## config.mk

```make
export PLATFORM = sky130hd
export DESIGN_NAME = qbg_gpio_port
export DESIGN_NICKNAME = d
export VERILOG_FILES = /design/src/qbg_pkg.sv /design/src/qbg_pin_cell.sv /design/src/qbg_gpio_port.sv
export VERILOG_INCLUDE_DIRS = /design/src
export SDC_FILE = /design/constraint.sdc
export NUM_CORES = 1
export LEC_CHECK = 0
export ABC_AREA = 1
export BUFFER_PORTS_ARGS = -buffer_cell sky130_fd_sc_hd__buf_4
export CAP_MARGIN = 20
export CORE_ASPECT_RATIO = 1.1
export CORE_UTILIZATION = 51
export CTS_BUF_LIST = sky130_fd_sc_hd__clkbuf_2
export DETAILED_ROUTE_END_ITERATION = 7
export PLACE_DENSITY = 0.87
export RECOVER_POWER = 25
export REMOVE_ABC_BUFFERS = 1
export SLEW_MARGIN = 20
export SYNTH_ARGS = -nofsm -noshare
export SYNTH_HDL_FRONTEND = slang
export SYNTH_SLANG_ARGS = --single-unit
```

## constraint.sdc

```tcl
create_clock -name core_clk -period 1.13 [get_ports core_clk]
set_clock_uncertainty 0.05 [all_clocks]
set_input_delay 0 -clock core_clk [delete_from_list [all_inputs] [get_ports core_clk]]
set_output_delay 0 -clock core_clk [all_outputs]
set_load 0.02 [all_outputs]
```

## src/qbg_map.svh

```systemverilog
`ifndef QBG_MAP_SVH
`define QBG_MAP_SVH
// special-function addresses of the port registers
`define QBG_ADDR_LATCH 8'hB0
`define QBG_ADDR_MODE_HI 8'hB1
`define QBG_ADDR_MODE_LO 8'hB2
// reset values
`define QBG_LATCH_RST 8'hFF
`define QBG_MODE_RST 8'h00
// number of pins and strong pull-up pulse length in cpu clocks
`define QBG_PIN_COUNT 6
`define QBG_STRONG_CYCLES 2'h2
`endif

```

## src/qbg_pkg.sv

```systemverilog
package qbg_pkg;
  typedef enum logic [3:0] {
    QBG_MODE_QUASI = 4'h1,
    QBG_MODE_PUSH = 4'h2,
    QBG_MODE_INPUT = 4'h4,
    QBG_MODE_OPEN = 4'h8
  } qbg_mode_t;

  // special-function bus access from the cpu core
  typedef struct packed {
    logic [7:0] addr;
    logic wr;
    logic rd;
    logic rmw;
    logic [7:0] wdata;
  } qbg_sfr_req_t;

  // per-pin pad controls
  typedef struct packed {
    logic [5:0] strong_up;
    logic [5:0] weak_up;
    logic [5:0] vweak_up;
    logic [5:0] pull_down;
  } qbg_pad_ctl_t;
endpackage

```

## src/qbg_pin_cell.sv

```systemverilog
`timescale 1ns/1ps
`include "qbg_map.svh"
// one pin: mode decode, pull-up/pull-down enables, strong pulse timer
module qbg_pin_cell
  import qbg_pkg::*;
(
  input wire logic core_clk,
  input wire logic rst_n,
  input wire logic latch_bit,
  input wire logic latch_rise,
  input wire logic mode_hi,
  input wire logic mode_lo,
  input wire logic pin_level,
  output logic strong_up,
  output logic weak_up,
  output logic vweak_up,
  output logic pull_down
);
  logic [1:0] pulse_cnt_q;
  logic [1:0] pulse_cnt_d;
  qbg_mode_t mode;

  function automatic qbg_mode_t decode_mode(input logic hi, input logic lo);
    case ({hi, lo})
      2'h0: decode_mode = QBG_MODE_QUASI;
      2'h1: decode_mode = QBG_MODE_PUSH;
      2'h2: decode_mode = QBG_MODE_INPUT;
      default: decode_mode = QBG_MODE_OPEN;
    endcase
  endfunction

  assign mode = decode_mode(mode_hi, mode_lo);
  wire is_quasi = (mode == QBG_MODE_QUASI);
  wire is_push = (mode == QBG_MODE_PUSH);
  wire is_open = (mode == QBG_MODE_OPEN);
  // restart the pulse on each 0->1 latch change in quasi mode
  assign pulse_cnt_d = (latch_rise && is_quasi) ? `QBG_STRONG_CYCLES :
                       (pulse_cnt_q != 2'h0) ? pulse_cnt_q - 2'h1 : 2'h0;
  wire strong_d = (is_quasi && pulse_cnt_d != 2'h0 && latch_bit) ||
                  (is_push && latch_bit);
  wire weak_d = is_quasi && latch_bit && pin_level;
  wire vweak_d = is_quasi && latch_bit;
  // input mode gets none of the drivers
  wire down_d = (is_quasi || is_push || is_open) && !latch_bit;

  always_ff @(posedge core_clk) begin
    if (!rst_n) begin
      pulse_cnt_q <= 2'h0;
      strong_up <= 1'b0;
      weak_up <= 1'b0;
      vweak_up <= 1'b0;
      pull_down <= 1'b0;
    end else begin
      pulse_cnt_q <= pulse_cnt_d;
      strong_up <= strong_d;
      weak_up <= weak_d;
      vweak_up <= vweak_d;
      pull_down <= down_d;
    end
  end
endmodule // qbg_pin_cell

```

## src/qbg_gpio_port.sv

```systemverilog
`timescale 1ns/1ps
`include "qbg_map.svh"
module qbg_gpio_port
  import qbg_pkg::*;
#(
  parameter int PINS = `QBG_PIN_COUNT
) (
  input wire logic core_clk,
  input wire logic rst_n,
  input wire qbg_pkg::qbg_sfr_req_t sfr_req,
  output logic [7:0] sfr_rdata,
  output logic sfr_rvalid,
  input wire logic [PINS-1:0] pin_schmitt_in,
  output qbg_pkg::qbg_pad_ctl_t pad_ctl
);
  import qbg_pkg::*;

  // ----------------------------------------------------------------
  // registers
  // ----------------------------------------------------------------
  logic [PINS-1:0] latch_q;
  logic [PINS-1:0] latch_d;
  logic [PINS-1:0] mode_hi_q;
  logic [PINS-1:0] mode_hi_d;
  logic [PINS-1:0] mode_lo_q;
  logic [PINS-1:0] mode_lo_d;
  logic [PINS-1:0] pin_meta_q;
  logic [PINS-1:0] pin_sync_q;
  logic [7:0] rdata_d;

  wire sel_latch = (sfr_req.addr == `QBG_ADDR_LATCH);
  wire sel_hi = (sfr_req.addr == `QBG_ADDR_MODE_HI);
  wire sel_lo = (sfr_req.addr == `QBG_ADDR_MODE_LO);
  // bit set/clear arrives as a read-modify-write of the whole byte
  assign latch_d = (sfr_req.wr && sel_latch) ? sfr_req.wdata[PINS-1:0] : latch_q;
  assign mode_hi_d = (sfr_req.wr && sel_hi) ? sfr_req.wdata[PINS-1:0] : mode_hi_q;
  assign mode_lo_d = (sfr_req.wr && sel_lo) ? sfr_req.wdata[PINS-1:0] : mode_lo_q;

  // plain reads of the latch see the pins, rmw reads see the latch;
  // the pin path is the same in every mode
  wire [PINS-1:0] latch_view = sfr_req.rmw ? latch_q : pin_sync_q;
  assign rdata_d = !sfr_req.rd ? 8'h00 :
                   sel_latch ? {2'h0, latch_view} :
                   sel_hi ? {2'h0, mode_hi_q} :
                   sel_lo ? {2'h0, mode_lo_q} : 8'h00;

  always_ff @(posedge core_clk) begin
    if (!rst_n) begin
      latch_q <= PINS'(`QBG_LATCH_RST);
      mode_hi_q <= PINS'(`QBG_MODE_RST);
      mode_lo_q <= PINS'(`QBG_MODE_RST);
      sfr_rdata <= 8'h00;
      sfr_rvalid <= 1'b0;
    end else begin
      latch_q <= latch_d;
      mode_hi_q <= mode_hi_d;
      mode_lo_q <= mode_lo_d;
      sfr_rdata <= rdata_d;
      sfr_rvalid <= sfr_req.rd;
    end
  end

  // ----------------------------------------------------------------
  // pin sampling
  // ----------------------------------------------------------------
  // two stages: the pad level is asynchronous to the core in practice
  always_ff @(posedge core_clk) begin
    if (!rst_n) begin
      pin_meta_q <= '0;
      pin_sync_q <= '0;
    end else begin
      pin_meta_q <= pin_schmitt_in;
      pin_sync_q <= pin_meta_q;
    end
  end

  // ----------------------------------------------------------------
  // per-pin drivers
  // ----------------------------------------------------------------
  wire [PINS-1:0] latch_rise = latch_d & ~latch_q;
  logic [PINS-1:0] strong_w;
  logic [PINS-1:0] weak_w;
  logic [PINS-1:0] vweak_w;
  logic [PINS-1:0] down_w;

  for (genvar i = 0; i < PINS; i++) begin : g_pin
    qbg_pin_cell u_cell (
      .core_clk(core_clk),
      .rst_n(rst_n),
      .latch_bit(latch_d[i]),
      .latch_rise(latch_rise[i]),
      .mode_hi(mode_hi_d[i]),
      .mode_lo(mode_lo_d[i]),
      .pin_level(pin_sync_q[i]),
      .strong_up(strong_w[i]),
      .weak_up(weak_w[i]),
      .vweak_up(vweak_w[i]),
      .pull_down(down_w[i])
    );
  end

  // cell outputs are flip-flops already
  assign pad_ctl.strong_up = strong_w;
  assign pad_ctl.weak_up = weak_w;
  assign pad_ctl.vweak_up = vweak_w;
  assign pad_ctl.pull_down = down_w;
endmodule // qbg_gpio_port

```

# Word level (Yosys, flattened, before mapping)
# Cells that the tools add are included.
totals:
  word_cells: 195
  output_inout_bits: 33
  ff_bits: 75
classes:
  add_sub_neg: 6
  n_bitwise: 4
  mux: 25
  reduce_logical: 89
  eq_ne: 33
op_table:
  columns: ["operator", "n"]
  rows:
  - ["case mux 4 bit (3 select lines)", 6]
  - ["logical AND 1 bit", 45]
  - ["two-way mux 6 bit", 7]
  - ["== test 4 x 1 -> 1 bit, second input constant", 6]
  - ["== test 4 x 2 -> 1 bit, second input constant", 6]
  - ["== test 4 bit, second input constant", 6]
  - ["== test 8 bit, second input constant", 3]
  - ["two-way mux 2 bit", 12]
  - ["nonzero test 2 bit", 12]
  - ["logical OR 1 bit", 18]
  - ["== test 2 x 1 -> 1 bit, second input constant", 6]
  - ["== test 2 bit, second input constant", 6]
  - ["zero test 2 bit", 6]
  - ["subtractor 2 x 1 -> 2 bit, second input constant", 6]
  - ["bitwise AND 6 bit", 1]
  - ["zero test 1 bit", 6]
  - ["inverter 6 bit", 1]
  - ["OR reduction 4 bit", 1]
  - ["inverter 1 bit", 2]
  - ["AND reduction 2 bit", 1]

# Depth between registers and ports, before layout
# Gate-level depths: netlist of the first run.
logic_depth:
  word_depth: 12
  ltp_mapped: 11
  depth_no_buf: 10

# Modules after synthesis
# A second synthesis of the first run with hierarchy kept.
hier_totals:
  hier_cells: 448
  area_unflattened_um2: 3119.2
modules_own_cells:
  columns: ["mod", "cells_per_inst", "seq_area_each_um2", "instances", "area_each_um2"]
  rows:
  - ["qbg_gpio_port", 286, 740.7, 1, 1820.5]
  - ["qbg_pin_cell", 27, 120.1, 6, 216.5]

# Worst setup path before layout of the first run
# Ideal clock, no wire load.
synth_timing:
  kind: "input-to-reg"
  from: "input port sfr_req[11] (netlist bit)"
  to: "register g_pin[1].u_cell.pulse_cnt_q[0]"
  n_path_buf: 1
  arrival_ps: 937
  path_stages: 11
  setup_slack_ps: 34
  required_ps: 971
  setup_ps: 109
  cell_sequence: "inv_1 > nand2_1 > nor2_4 > nand3_4 > buf_6 > nand2_1 > o21ai_1 > nor2_1 > nand2_1 > nand2_1 > inv_1"
synth_between:
  elab_chain_cells: 8
synth_rtl:
  columns: ["item", "line", "rtl"]
  rows:
  - ["from (decl)", "qbg_gpio_port.sv:10", "input wire qbg_pkg::qbg_sfr_req_t sfr_req,"]
  - ["== test 8 bit (no line)", null, null]
  - ["logical AND 1 bit (on tied branches)", "qbg_gpio_port.sv:37, qbg_gpio_port.sv:36", null]
  - ["two-way mux 6 bit (on tied branches)", "qbg_gpio_port.sv:37, qbg_gpio_port.sv:36", null]
  - ["== test 2 bit (tied with other cells)", "qbg_pin_cell.sv:24", "case ({hi, lo})"]
  - ["case mux 4 bit (3 select lines)", "qbg_pin_cell.sv:24", null]
  - ["== test 4 x 1 -> 1 bit", "qbg_pin_cell.sv:33", "wire is_quasi = (mode == QBG_MODE_QUASI);"]
  - ["logical AND 1 bit *", "qbg_pin_cell.sv:37", "assign pulse_cnt_d = (latch_rise && is_quasi) ? `QBG_STRONG_CYCLES :"]
  - ["two-way mux 2 bit *", "qbg_pin_cell.sv:37", null]
  - ["to (signal assigned)", "qbg_pin_cell.sv:54", "pulse_cnt_q <= pulse_cnt_d;"]
  - ["to (decl)", "qbg_pin_cell.sv:19", "logic [1:0] pulse_cnt_q;"]
# Mark *: on every way between the ends. The rest lies on a longest branch, timed or not.
# A chain may end at the register's enable or synchronous reset.

# Worst setup path in the final report of the first run
layout_timing:
  from: "input port sfr_req[10] (netlist bit)"
  to: "register g_pin[5].u_cell.pulse_cnt_q[1]"
layout_between:
  elab_chain_cells: 7
layout_rtl:
  columns: ["item", "line"]
  rows:
  - ["logical AND 1 bit (on tied branches)", "qbg_gpio_port.sv:37, qbg_gpio_port.sv:36"]
  - ["two-way mux 6 bit (on tied branches)", "qbg_gpio_port.sv:37, qbg_gpio_port.sv:36"]
  - ["== test 2 bit (tied with other cells)", "qbg_pin_cell.sv:24"]
  - ["case mux 4 bit (3 select lines)", "qbg_pin_cell.sv:24"]
  - ["== test 4 x 1 -> 1 bit", "qbg_pin_cell.sv:33"]
  - ["logical AND 1 bit *", "qbg_pin_cell.sv:37"]
  - ["two-way mux 2 bit *", "qbg_pin_cell.sv:37"]
  - ["to (signal assigned)", "qbg_pin_cell.sv:54"]
  - ["to (decl)", "qbg_pin_cell.sv:19"]
# Marks and branches as above.

==> impl_metrics.ini, run 1 <==
[outcome]
status = finished, final reports clean

[run]
drv_cap = 0

[worst_setup_path]
crit_required_ns = 1.57
worstSetupStartpointType = primary input
max_stage_delay_ns = 0.56
rr_worst_depth = 6
cp-startpoint = sfr_req[10]
critPathMostFrequentCell = nand2_2
slowest_stage = dlygate4sd3_1
crit_arrival_ns = 1.54
crit_family = buffers and inverters
crit_chain = dlygate4sd3_1 -> buf_6 -> nand3_2 -> nand2_2 -> nand2_2 -> nor2_4 -> nand2_2 -> o21ai_2
crit_buf_inv = 2
crit_type = in -> reg
cp-end-kind = flip-flop
r2r-start = pin_sync_q[2]
cp_max_fo = 11
cp.depth = 8

[floorplanning]
dieHeight_um = 83.4
core_area_mm2 = 0.00581
row_count = 29
num_io_pins = 60
die_w_um = 76.0
die_area_mm2 = 0.00634
initial_core_util_pct = 52.9

[detailed_routing]
ant_nets = 0
drtIter0Drc = 207
drt-pass1-iter-count = 5
drc_errors = 0
num_vias = 2675
routed_wl_um = 7010
post_drt_wl_per_cell_um = 12.8
vias_per_cell = 4.89

[synth]
avgSynthCellArea_um2 = 7.94
synthDominantCellAreaShare_pct = 47.6
synth_area_leaders = dfxtp_1 48%, inv_1 7.2%, nand2_1 7.2%, buf_4 6.4%, nor2_1 6.1%
ys_warn_count = 0
yosysSeqAreaShare_pct = 47.6
async_flop_share_pct = 0
syn_inst = 387
mappedNetlistArea_mm2 = 0.00307
ys_top_cells_by_count = 73 x dfxtp_1, 59 x inv_1, 59 x nand2_1, 50 x nor2_1, 26 x buf_4
synth-main-ff-cell = dfxtp_1
synth_edf_count = 0
yosysMostFrequentCell = dfxtp_1
yosysTopAreaCell = dfxtp_1
synth_seq_cells = 73
yosys.cell_types.count = 31

[placed_design]
port_buffers = 55
hpwl_um = 4560
dp_worst_setup_slack_ns = -0.211
place_area_mm2 = 0.00346
gp_congestion = 0.850
dp_cells = 500

[timing]
min_period_ns = 1.10
fmax_mhz = 909
fin_ws_ns = 0.0303
setup_viol = 0
min_period_over_period_pct = 97.3
hold_violations = 0
whs_ns = 0.0317
rsz0062_at_grt = true
drv_slew = 0

[global_route]
grt_max_degree = 27
grt_pass1_vias = 2474
grt_pass1_wl_um = 11000
track_usage_pct = 22.8
antenna_found_initial = 0
overflow = 0

[finish]
drive_above_1_share_pct = 30.4
antennaDiodeCount = 0
finalInstanceArea_mm2 = 0.00396
num-nets-final = 492
fin_util_pct = 68.2
area_growth_syn_to_layout_pct = 29.0
fin_cells = 547

[min_path]
hold_path_startpoint = sfr_req[14]
hold_path_depth = 7
hp-class = in -> reg

[clock_tree]
cts_tree = done
clock-root-buffer = clkbuf_2
clk_pin_slew_ns = 0.19
ctsHtreeMaxLevel = 3
cts-buffers-inserted = 9
clock_path_buffers = 2
clock_latency_ns = 0.54
cts_sinks = 73

[pwr]
powerDensity_mw_per_mm2 = 1120
p_leak_uw = 0.00196
ir_worst_vdd_uv = 780
## final cells by class
cell class	count	area [µm²]
Inverter	63	236
Multi-Input combinational cell	218	1150
Timing Repair Buffer	100	891
Clock buffer	9	45.0
Sequential cell	73	1480
Tap cell	77	96.3
Fill cell	476	1840
Clock inverter	7	61.3
## routing by layer
layer | GRT usage [%] | up-vias | wire length [µm]
met4 | 13.1 | 0 | 237
met5 | 0 | - | 0
met1 | 25.6 | 1206 | 2810
met2 | 39.6 | 114 | 3500
met3 | 5.16 | 26 | 454
li1 | - | 1329 | -
## state kept, by name, summed over array words and instances (netlist names)
name / cells
g_pin.u_cell.pulse_cnt_q: 12
g_pin.u_cell.pull_down: 6
g_pin.u_cell.strong_up: 6
g_pin.u_cell.vweak_up: 6
g_pin.u_cell.weak_up: 6
latch_q: 6
mode_hi_q: 6
mode_lo_q: 6
pin_meta_q: 6
pin_sync_q: 6
sfr_rdata: 6
sfr_rvalid: 1
## path summary, 6_finish.rpt
kind / to / slack (ns)
worst min register to register: pin_sync_q[5] / 0.37
worst min-delay path: mode_hi_q[4] / 0.03
worst max register to register: sfr_rdata[2] / 0.08
worst max-delay path: g_pin[5].u_cell.pulse_cnt_q[1] / 0.03
## kinds of logic after synthesis
kind of cell | share of synthesized area [%]
buffers and inverters | 15.9
flip-flops | 47.6
AND/OR/NAND/NOR | 27.0
other | 0.122
AO/OA/AOI/OAI | 9.08
multiplexers | 0.326
## cell usage in the layout (no fill, tap or decap), drive strengths merged
| cell type | instances |
|---|---|
| nand2 | 70 |
| clkinv | 4 |
| nand3b | 1 |
| inv | 63 |
| clkbuf | 9 |
| o21ai | 23 |
| conb | 2 |
| or2 | 4 |
| nand3 | 27 |
| dfxtp | 73 |
| a21oi | 18 |
| o211ai | 1 |
| o22ai | 4 |
| nor3 | 4 |
| mux2i | 1 |
| dlygate4sd3 | 27 |
| clkinvlp | 2 |
| bufinv | 1 |
| nor2 | 57 |
| buf | 73 |
| nand4 | 6 |
## worst min-delay path: cells and delay by family
family	cells	cell delay, ns
buf+inv	3	0.27
simple gates	3	0.25
compound gates	1	0.08
## stage by stage
step	setup TNS (ns)	total power, µW
floorplan	-0.00455	2830
global placement	-3.40	3010
detailed placement	-5.78	3020
CTS	0	4410
global route	-0.117	4600
finish	0	4430
## what timing repair did
| item | CTS | global route |
|---|---|---|
| hold buffers | 27 | 1 |
| endpoints found under the setup margin | 0 | 30 |
| buffers inserted | 0 | 2 |
| endpoints found under the hold margin | 73 | 1 |
| resized for setup | 0 | 34 |
## power breakdown
part           internal [µW]  leakage, µW  switching [µW]
Clock                    483    0.0000604             885
Combinational            205      0.00130             225
Sequential              2620     0.000598            13.6
(Power assumes the default switching activity.)
==> inputs of run 2 (changes only) <==
CORE_MARGIN = 3   (was default)
==> run 2 against run 1 <==
The run now ends with negative hold slack left; fmax is 0.34% lower; flip-flop and latch count did not move; die area grew 10%; design area is 3.8% lower; clock power down 25%; non-clock buffer count unchanged; register-to-register slack got worse by 0.05 ns; worst hold slack got worse by 0.097 ns; largest cell class unchanged.
==> impl_metrics.ini, run 2 (synthesized netlist as in run 1, its figures left out) <==
[outcome]
status = finished with violations
violations = negative hold slack

[min_path]
hold_path_startpoint = sfr_req[10]
whs_endpoint = latch_q[4]
hp-class = in -> reg
hold_path_depth = 4

[global_route]
antenna_found_initial = 0
grt_pass1_wl_um = 10800
overflow = 0
track_usage_pct = 20.2
grt_pass1_vias = 2479
grt_max_degree = 27

[worst_setup_path]
r2r_end = pin_sync_q[3]
cp_max_fo = 1
cp-startpoint = pin_meta_q[3]
worstSetupStartpointType = flip-flop
r2r-start = pin_meta_q[3]
crit_required_ns = 1.49
cp-end-kind = flip-flop
crit_type = reg -> reg
crit_arrival_ns = 1.46
rr_worst_depth = 3
crit_family = buffers and inverters
max_stage_delay_ns = 0.55
crit_chain = nand2_1 -> dlygate4sd3_1 -> inv_1
crit_buf_inv = 2
r2r_slack_ns = 0.03
slowest_stage = dlygate4sd3_1
cp.depth = 3

[finish]
antennaDiodeCount = 0
fin_util_pct = 65.6
drive_above_1_share_pct = 26.0
layout_common_cells = 72 x dfxtp_1, 63 x buf_4, 59 x inv_1, 59 x nand2_1, 49 x nor2_1
largest-register = g_pin.u_cell.pulse_cnt_q
largest_register_ffs = 12
finalInstanceArea_mm2 = 0.00381
area_growth_syn_to_layout_pct = 24.0
num-nets-final = 490
final_common_cell = dfxtp_1
n_fill_cell = 509

[clock_tree]
ctsHtreeMaxLevel = 3
cts_sinks = 73
cts-buffers-inserted = 9
ctsHoldBuffers = 28
clock_latency_ns = 0.49
clk_pin_slew_ns = 0.17
cts_tree = done
clock-root-buffer = clkbuf_2
clock_path_buffers = 2

[timing]
drv_slew = 0
whs_ns = -0.0654
setup_viol = 0
rsz0062_at_grt = false
min_period_ns = 1.10
finalSetupTns_ns = 0
fmax_mhz = 906
min_period_over_period_pct = 97.6
hold_violations = 6

[run]
drv_cap = 0

[placed_design]
port_buffers = 55
gp_congestion = 0.873
hpwl_um = 4470
place_area_mm2 = 0.00347

[floorplanning]
die_area_mm2 = 0.00699
initial_core_util_pct = 52.9
dieHeight_um = 87.4
core_area_mm2 = 0.00581
row_count = 29
num_io_pins = 60
die_w_um = 80.0

[pwr]
p_leak_uw = 0.00192
ir_worst_vdd_uv = 536
totalPowerFinal_uw = 4070
powerDensity_mw_per_mm2 = 1070

[detailed_routing]
drc_errors = 0
routed-wl-met3_um = 411
ant_nets = 0
num_vias = 2609
vias_per_cell = 4.81
drtIter0Drc = 106
wl_met2_um = 3210
drt-pass1-iter-count = 4
dr.max_layer_used = met4
routed_wl_um = 6560
drt-met1-wl_um = 2760
post_drt_wl_per_cell_um = 12.1
-- run 2: cell count changes in the layout (fill, tap and decap cells not counted), moves of 2 or more --
cell,previous run,this run
buf_6,16,0
o21ai_1,9,7
o21ai_2,10,8
dfxtp_1,59,72
o21ai_0,4,8
clkbuf_4,0,8
nand3_2,3,1
dfxtp_2,14,1
clkinvlp_4,2,0
buf_4,56,63
-- run 2: worst reg2reg max path, cell delays in order (launching register included) --
cell,delay (ns)
dfxtp_1,0.33
nand2_1,0.06
dlygate4sd3_1,0.55
inv_1,0.04
-- run 2: area by class of cell --
| cell class | instances | area (µm²) | share of cell area [%] |
|---|---|---|---|
| clock buffers | 10 | 50.0 | 1.31 |
| flip-flops and latches | 73 | 1460 | 38.4 |
| clock inverters | 3 | 11.3 | 0.296 |
| repair buffers | 100 | 833 | 21.9 |
| well taps | 77 | 96.3 | 2.53 |
| multi-input cells | 216 | 1120 | 29.4 |
| inverters | 63 | 236 | 6.21 |
-- run 2: what timing repair did --
action / in CTS / in global routing
gates resized for setup: 0 / 2
setup buffers: 0 / 0
endpoints found under the hold margin: 72 / 8
setup endpoints to repair: 0 / 2
-- run 2: worst max-delay path by stage --
stage | end
global placement | g_pin[0].u_cell.pull_down
floorplan | g_pin[1].u_cell.pull_down
CTS | pin_sync_q[3]
detailed placement | g_pin[0].u_cell.pull_down
finish | pin_sync_q[3]
global route | pad_ctl[23]
-- run 2: stage by stage --
| step | worst slack [ns] | cells | hold WS [ns] |
|---|---|---|---|
| 2_1_floorplan | -0.00455 | 352 | 0.0390 |
| 3_3_place_gp | -0.116 | 501 | 0.131 |
| 3_5_place_dp | -0.181 | 501 | 0.135 |
| 5_1_grt | 0.00189 | 542 | -0.0838 |
| 4_1_cts | 0.0498 | 542 | -0.0880 |
| 6_report | 0.0266 | 542 | -0.0654 |
-- run 2: routing by layer --
layer	up-vias	GRT usage, %
met2	87	34.7
met3	20	6.00
met1	1185	23.5
met4	0	7.68
met5	-	0
li1	1317	-
-- run 2: where the power goes --
group          switching [µW]  internal (µW)
clock network             784            243
logic                     217            198
registers                11.2           2620
total                    1010           3060
==> inputs of run 3 (changes only) <==
CTS_BUF_LIST = sky130_fd_sc_hd__clkbuf_8   (was sky130_fd_sc_hd__clkbuf_2)
==> run 3 against run 2 <==
The flow now finishes without violations; critical endpoint is now pin_meta_q[2]; sequential share of layout area rose by 0.70 points; setup slack better by 0.021 ns; non-clock buffer count fell by 15; largest power group unchanged; critical path depth up 2; design area down 1.9%; core utilization is 1.2 points lower; cell count down 2.8%; sequential power about the same; worst hold slack better by 0.098 ns; global-route usage shrank 0.69 points.
==> impl_metrics.ini, run 3 (synthesized netlist as in run 1, its figures left out) <==
[pwr]
internal_power_uw = 3710
power.switching_uw = 1060
ir_worst_vdd_uv = 732
totalPowerFinal_uw = 4770
power_frac_seq_pct = 55.1
power.share.combinational_pct = 7.7
p_leak_uw = 0.00187
powerDensity_mw_per_mm2 = 1280
pwr-share-clk_pct = 37.2
p_sw_share_pct = 22.3

[worst_setup_path]
critPathMostFrequentCell = dlygate4sd3_1
cp_max_fo = 1
cp-end-kind = flip-flop
crit_arrival_ns = 1.28
r2r-start = latch_q[4]
crit_type = in -> reg
worstSetupStartpointType = primary input
crit_chain = dlygate4sd3_1 -> buf_4 -> nand2_1 -> dlygate4sd3_1 -> inv_1
slowest_stage = dlygate4sd3_1
crit_required_ns = 1.32
cp-startpoint = pin_schmitt_in[2]
max_stage_delay_ns = 0.54

[clock_tree]
clk_pin_slew_ns = 0.07
clock-root-buffer = clkbuf_8
clock_latency_ns = 0.34
cts_tree = done
ctsHtreeMaxLevel = 3
clock_path_buffers = 2
cts-buffers-inserted = 9
cts_setup_buffers = 0
cts_sinks = 73

[global_route]
track_usage_pct = 19.5
grt_pass1_wl_um = 10400
grt_pass1_vias = 2444
antenna_found_initial = 0
grt_max_degree = 27
overflow = 0

[finish]
antennaDiodeCount = 0
drive_above_1_share_pct = 25.8
final_common_cell = dfxtp_1
num-nets-final = 475
fin_util_pct = 64.4
area_growth_syn_to_layout_pct = 21.7
largest-register = g_pin.u_cell.pulse_cnt_q
layout_common_cells = 73 x dfxtp_1, 59 x inv_1, 59 x nand2_1
largest_register_ffs = 12

[floorplanning]
die_area_mm2 = 0.00699
row_count = 29
dieHeight_um = 87.4
die_w_um = 80.0
num_io_pins = 60
initial_core_util_pct = 52.9
core_area_mm2 = 0.00581

[run]
drv_cap = 0

[timing]
min_period_ns = 1.08
rsz0062_at_grt = false
min_period_over_period_pct = 95.8
drv_slew = 0
fmax_mhz = 924
hold_violations = 0
setup_viol = 0

[detailed_routing]
routed_wl_um = 6330
num_vias = 2511
post_drt_wl_per_cell_um = 12.0
vias_per_cell = 4.76
drc_errors = 0
ant_nets = 0
drt-pass1-iter-count = 4
drtIter0Drc = 155

[placed_design]
gp_congestion = 0.873
port_buffers = 55
hpwl_um = 4470

[outcome]
status = finished, final reports clean

[min_path]
hp-class = in -> reg
hold_path_startpoint = rst_n
run 3: what timing repair did:
item | CTS | global route
hold endpoints to repair | 16 | 1
gates resized for setup | 0 | 5
hold buffers | 13 | 1
endpoints found under the setup margin | 0 | 5
run 3: final timing paths:
check	endpoint	slack, ns	cells after the start
hold reg to reg	pin_sync_q[5]	0.37	2
hold / removal	pin_sync_q[4]	0.03	4
setup reg to reg	g_pin[4].u_cell.strong_up	0.12	6
setup / recovery	pin_meta_q[2]	0.05	5
run 3: area by class of cell:
| cell class | instances | area [µm²] |
|---|---|---|
| fill | 500 | 2070 |
| timing repair buffer | 85 | 638 |
| multi-input combinational | 216 | 1140 |
| inverter | 63 | 236 |
| sequential | 73 | 1460 |
| clock inverter | 1 | 3.75 |
| tap | 77 | 96.3 |
| clock buffer | 12 | 165 |
run 3: critical path: cells and delay by family:
family	cells	cell delay [ns]
buffers and inverters	4	1.23
AND/OR/NAND/NOR	1	0.05
run 3: power groups by stage:
| stage | registers [µW] | logic [µW] | clock network [µW] |
|---|---|---|---|
| 6_report | 2630 | 367 | 1780 |
| 5_1_grt | 2630 | 402 | 1900 |
| 4_1_cts | 2630 | 372 | 1800 |
| 3_5_place_dp | 2680 | 334 | 0 |
| 3_3_place_gp | 2680 | 326 | 0 |
| 2_1_floorplan | 2710 | 121 | 0 |
run 3: stage by stage:
| stage | worst slack (ns) | setup TNS, ns | hold slack, ns | std cells | instance area [µm²] |
|---|---|---|---|---|---|
| after floorplan | -0.00455 | -0.00455 | 0.0390 | 352 | 2820 |
| after global placement | -0.116 | -3.38 | 0.131 | 501 | 3470 |
| after detailed placement | -0.181 | -4.77 | 0.135 | 501 | 3470 |
| after CTS | 0.0368 | 0 | 0.0183 | 527 | 3770 |
| after global routing | 0.0187 | 0 | 0.0386 | 527 | 3740 |
| final | 0.0475 | 0 | 0.0328 | 527 | 3740 |
run 3: routing by layer:
layer  vias up  part of all wire [%]  global-route usage [%]
met1      1145                    42                    22.6
met4         0                   1.5                    8.29
met3        11                   6.4                    5.38
li1       1282                     -                       -
met5         -                     0                       0
met2        73                    50                    33.5
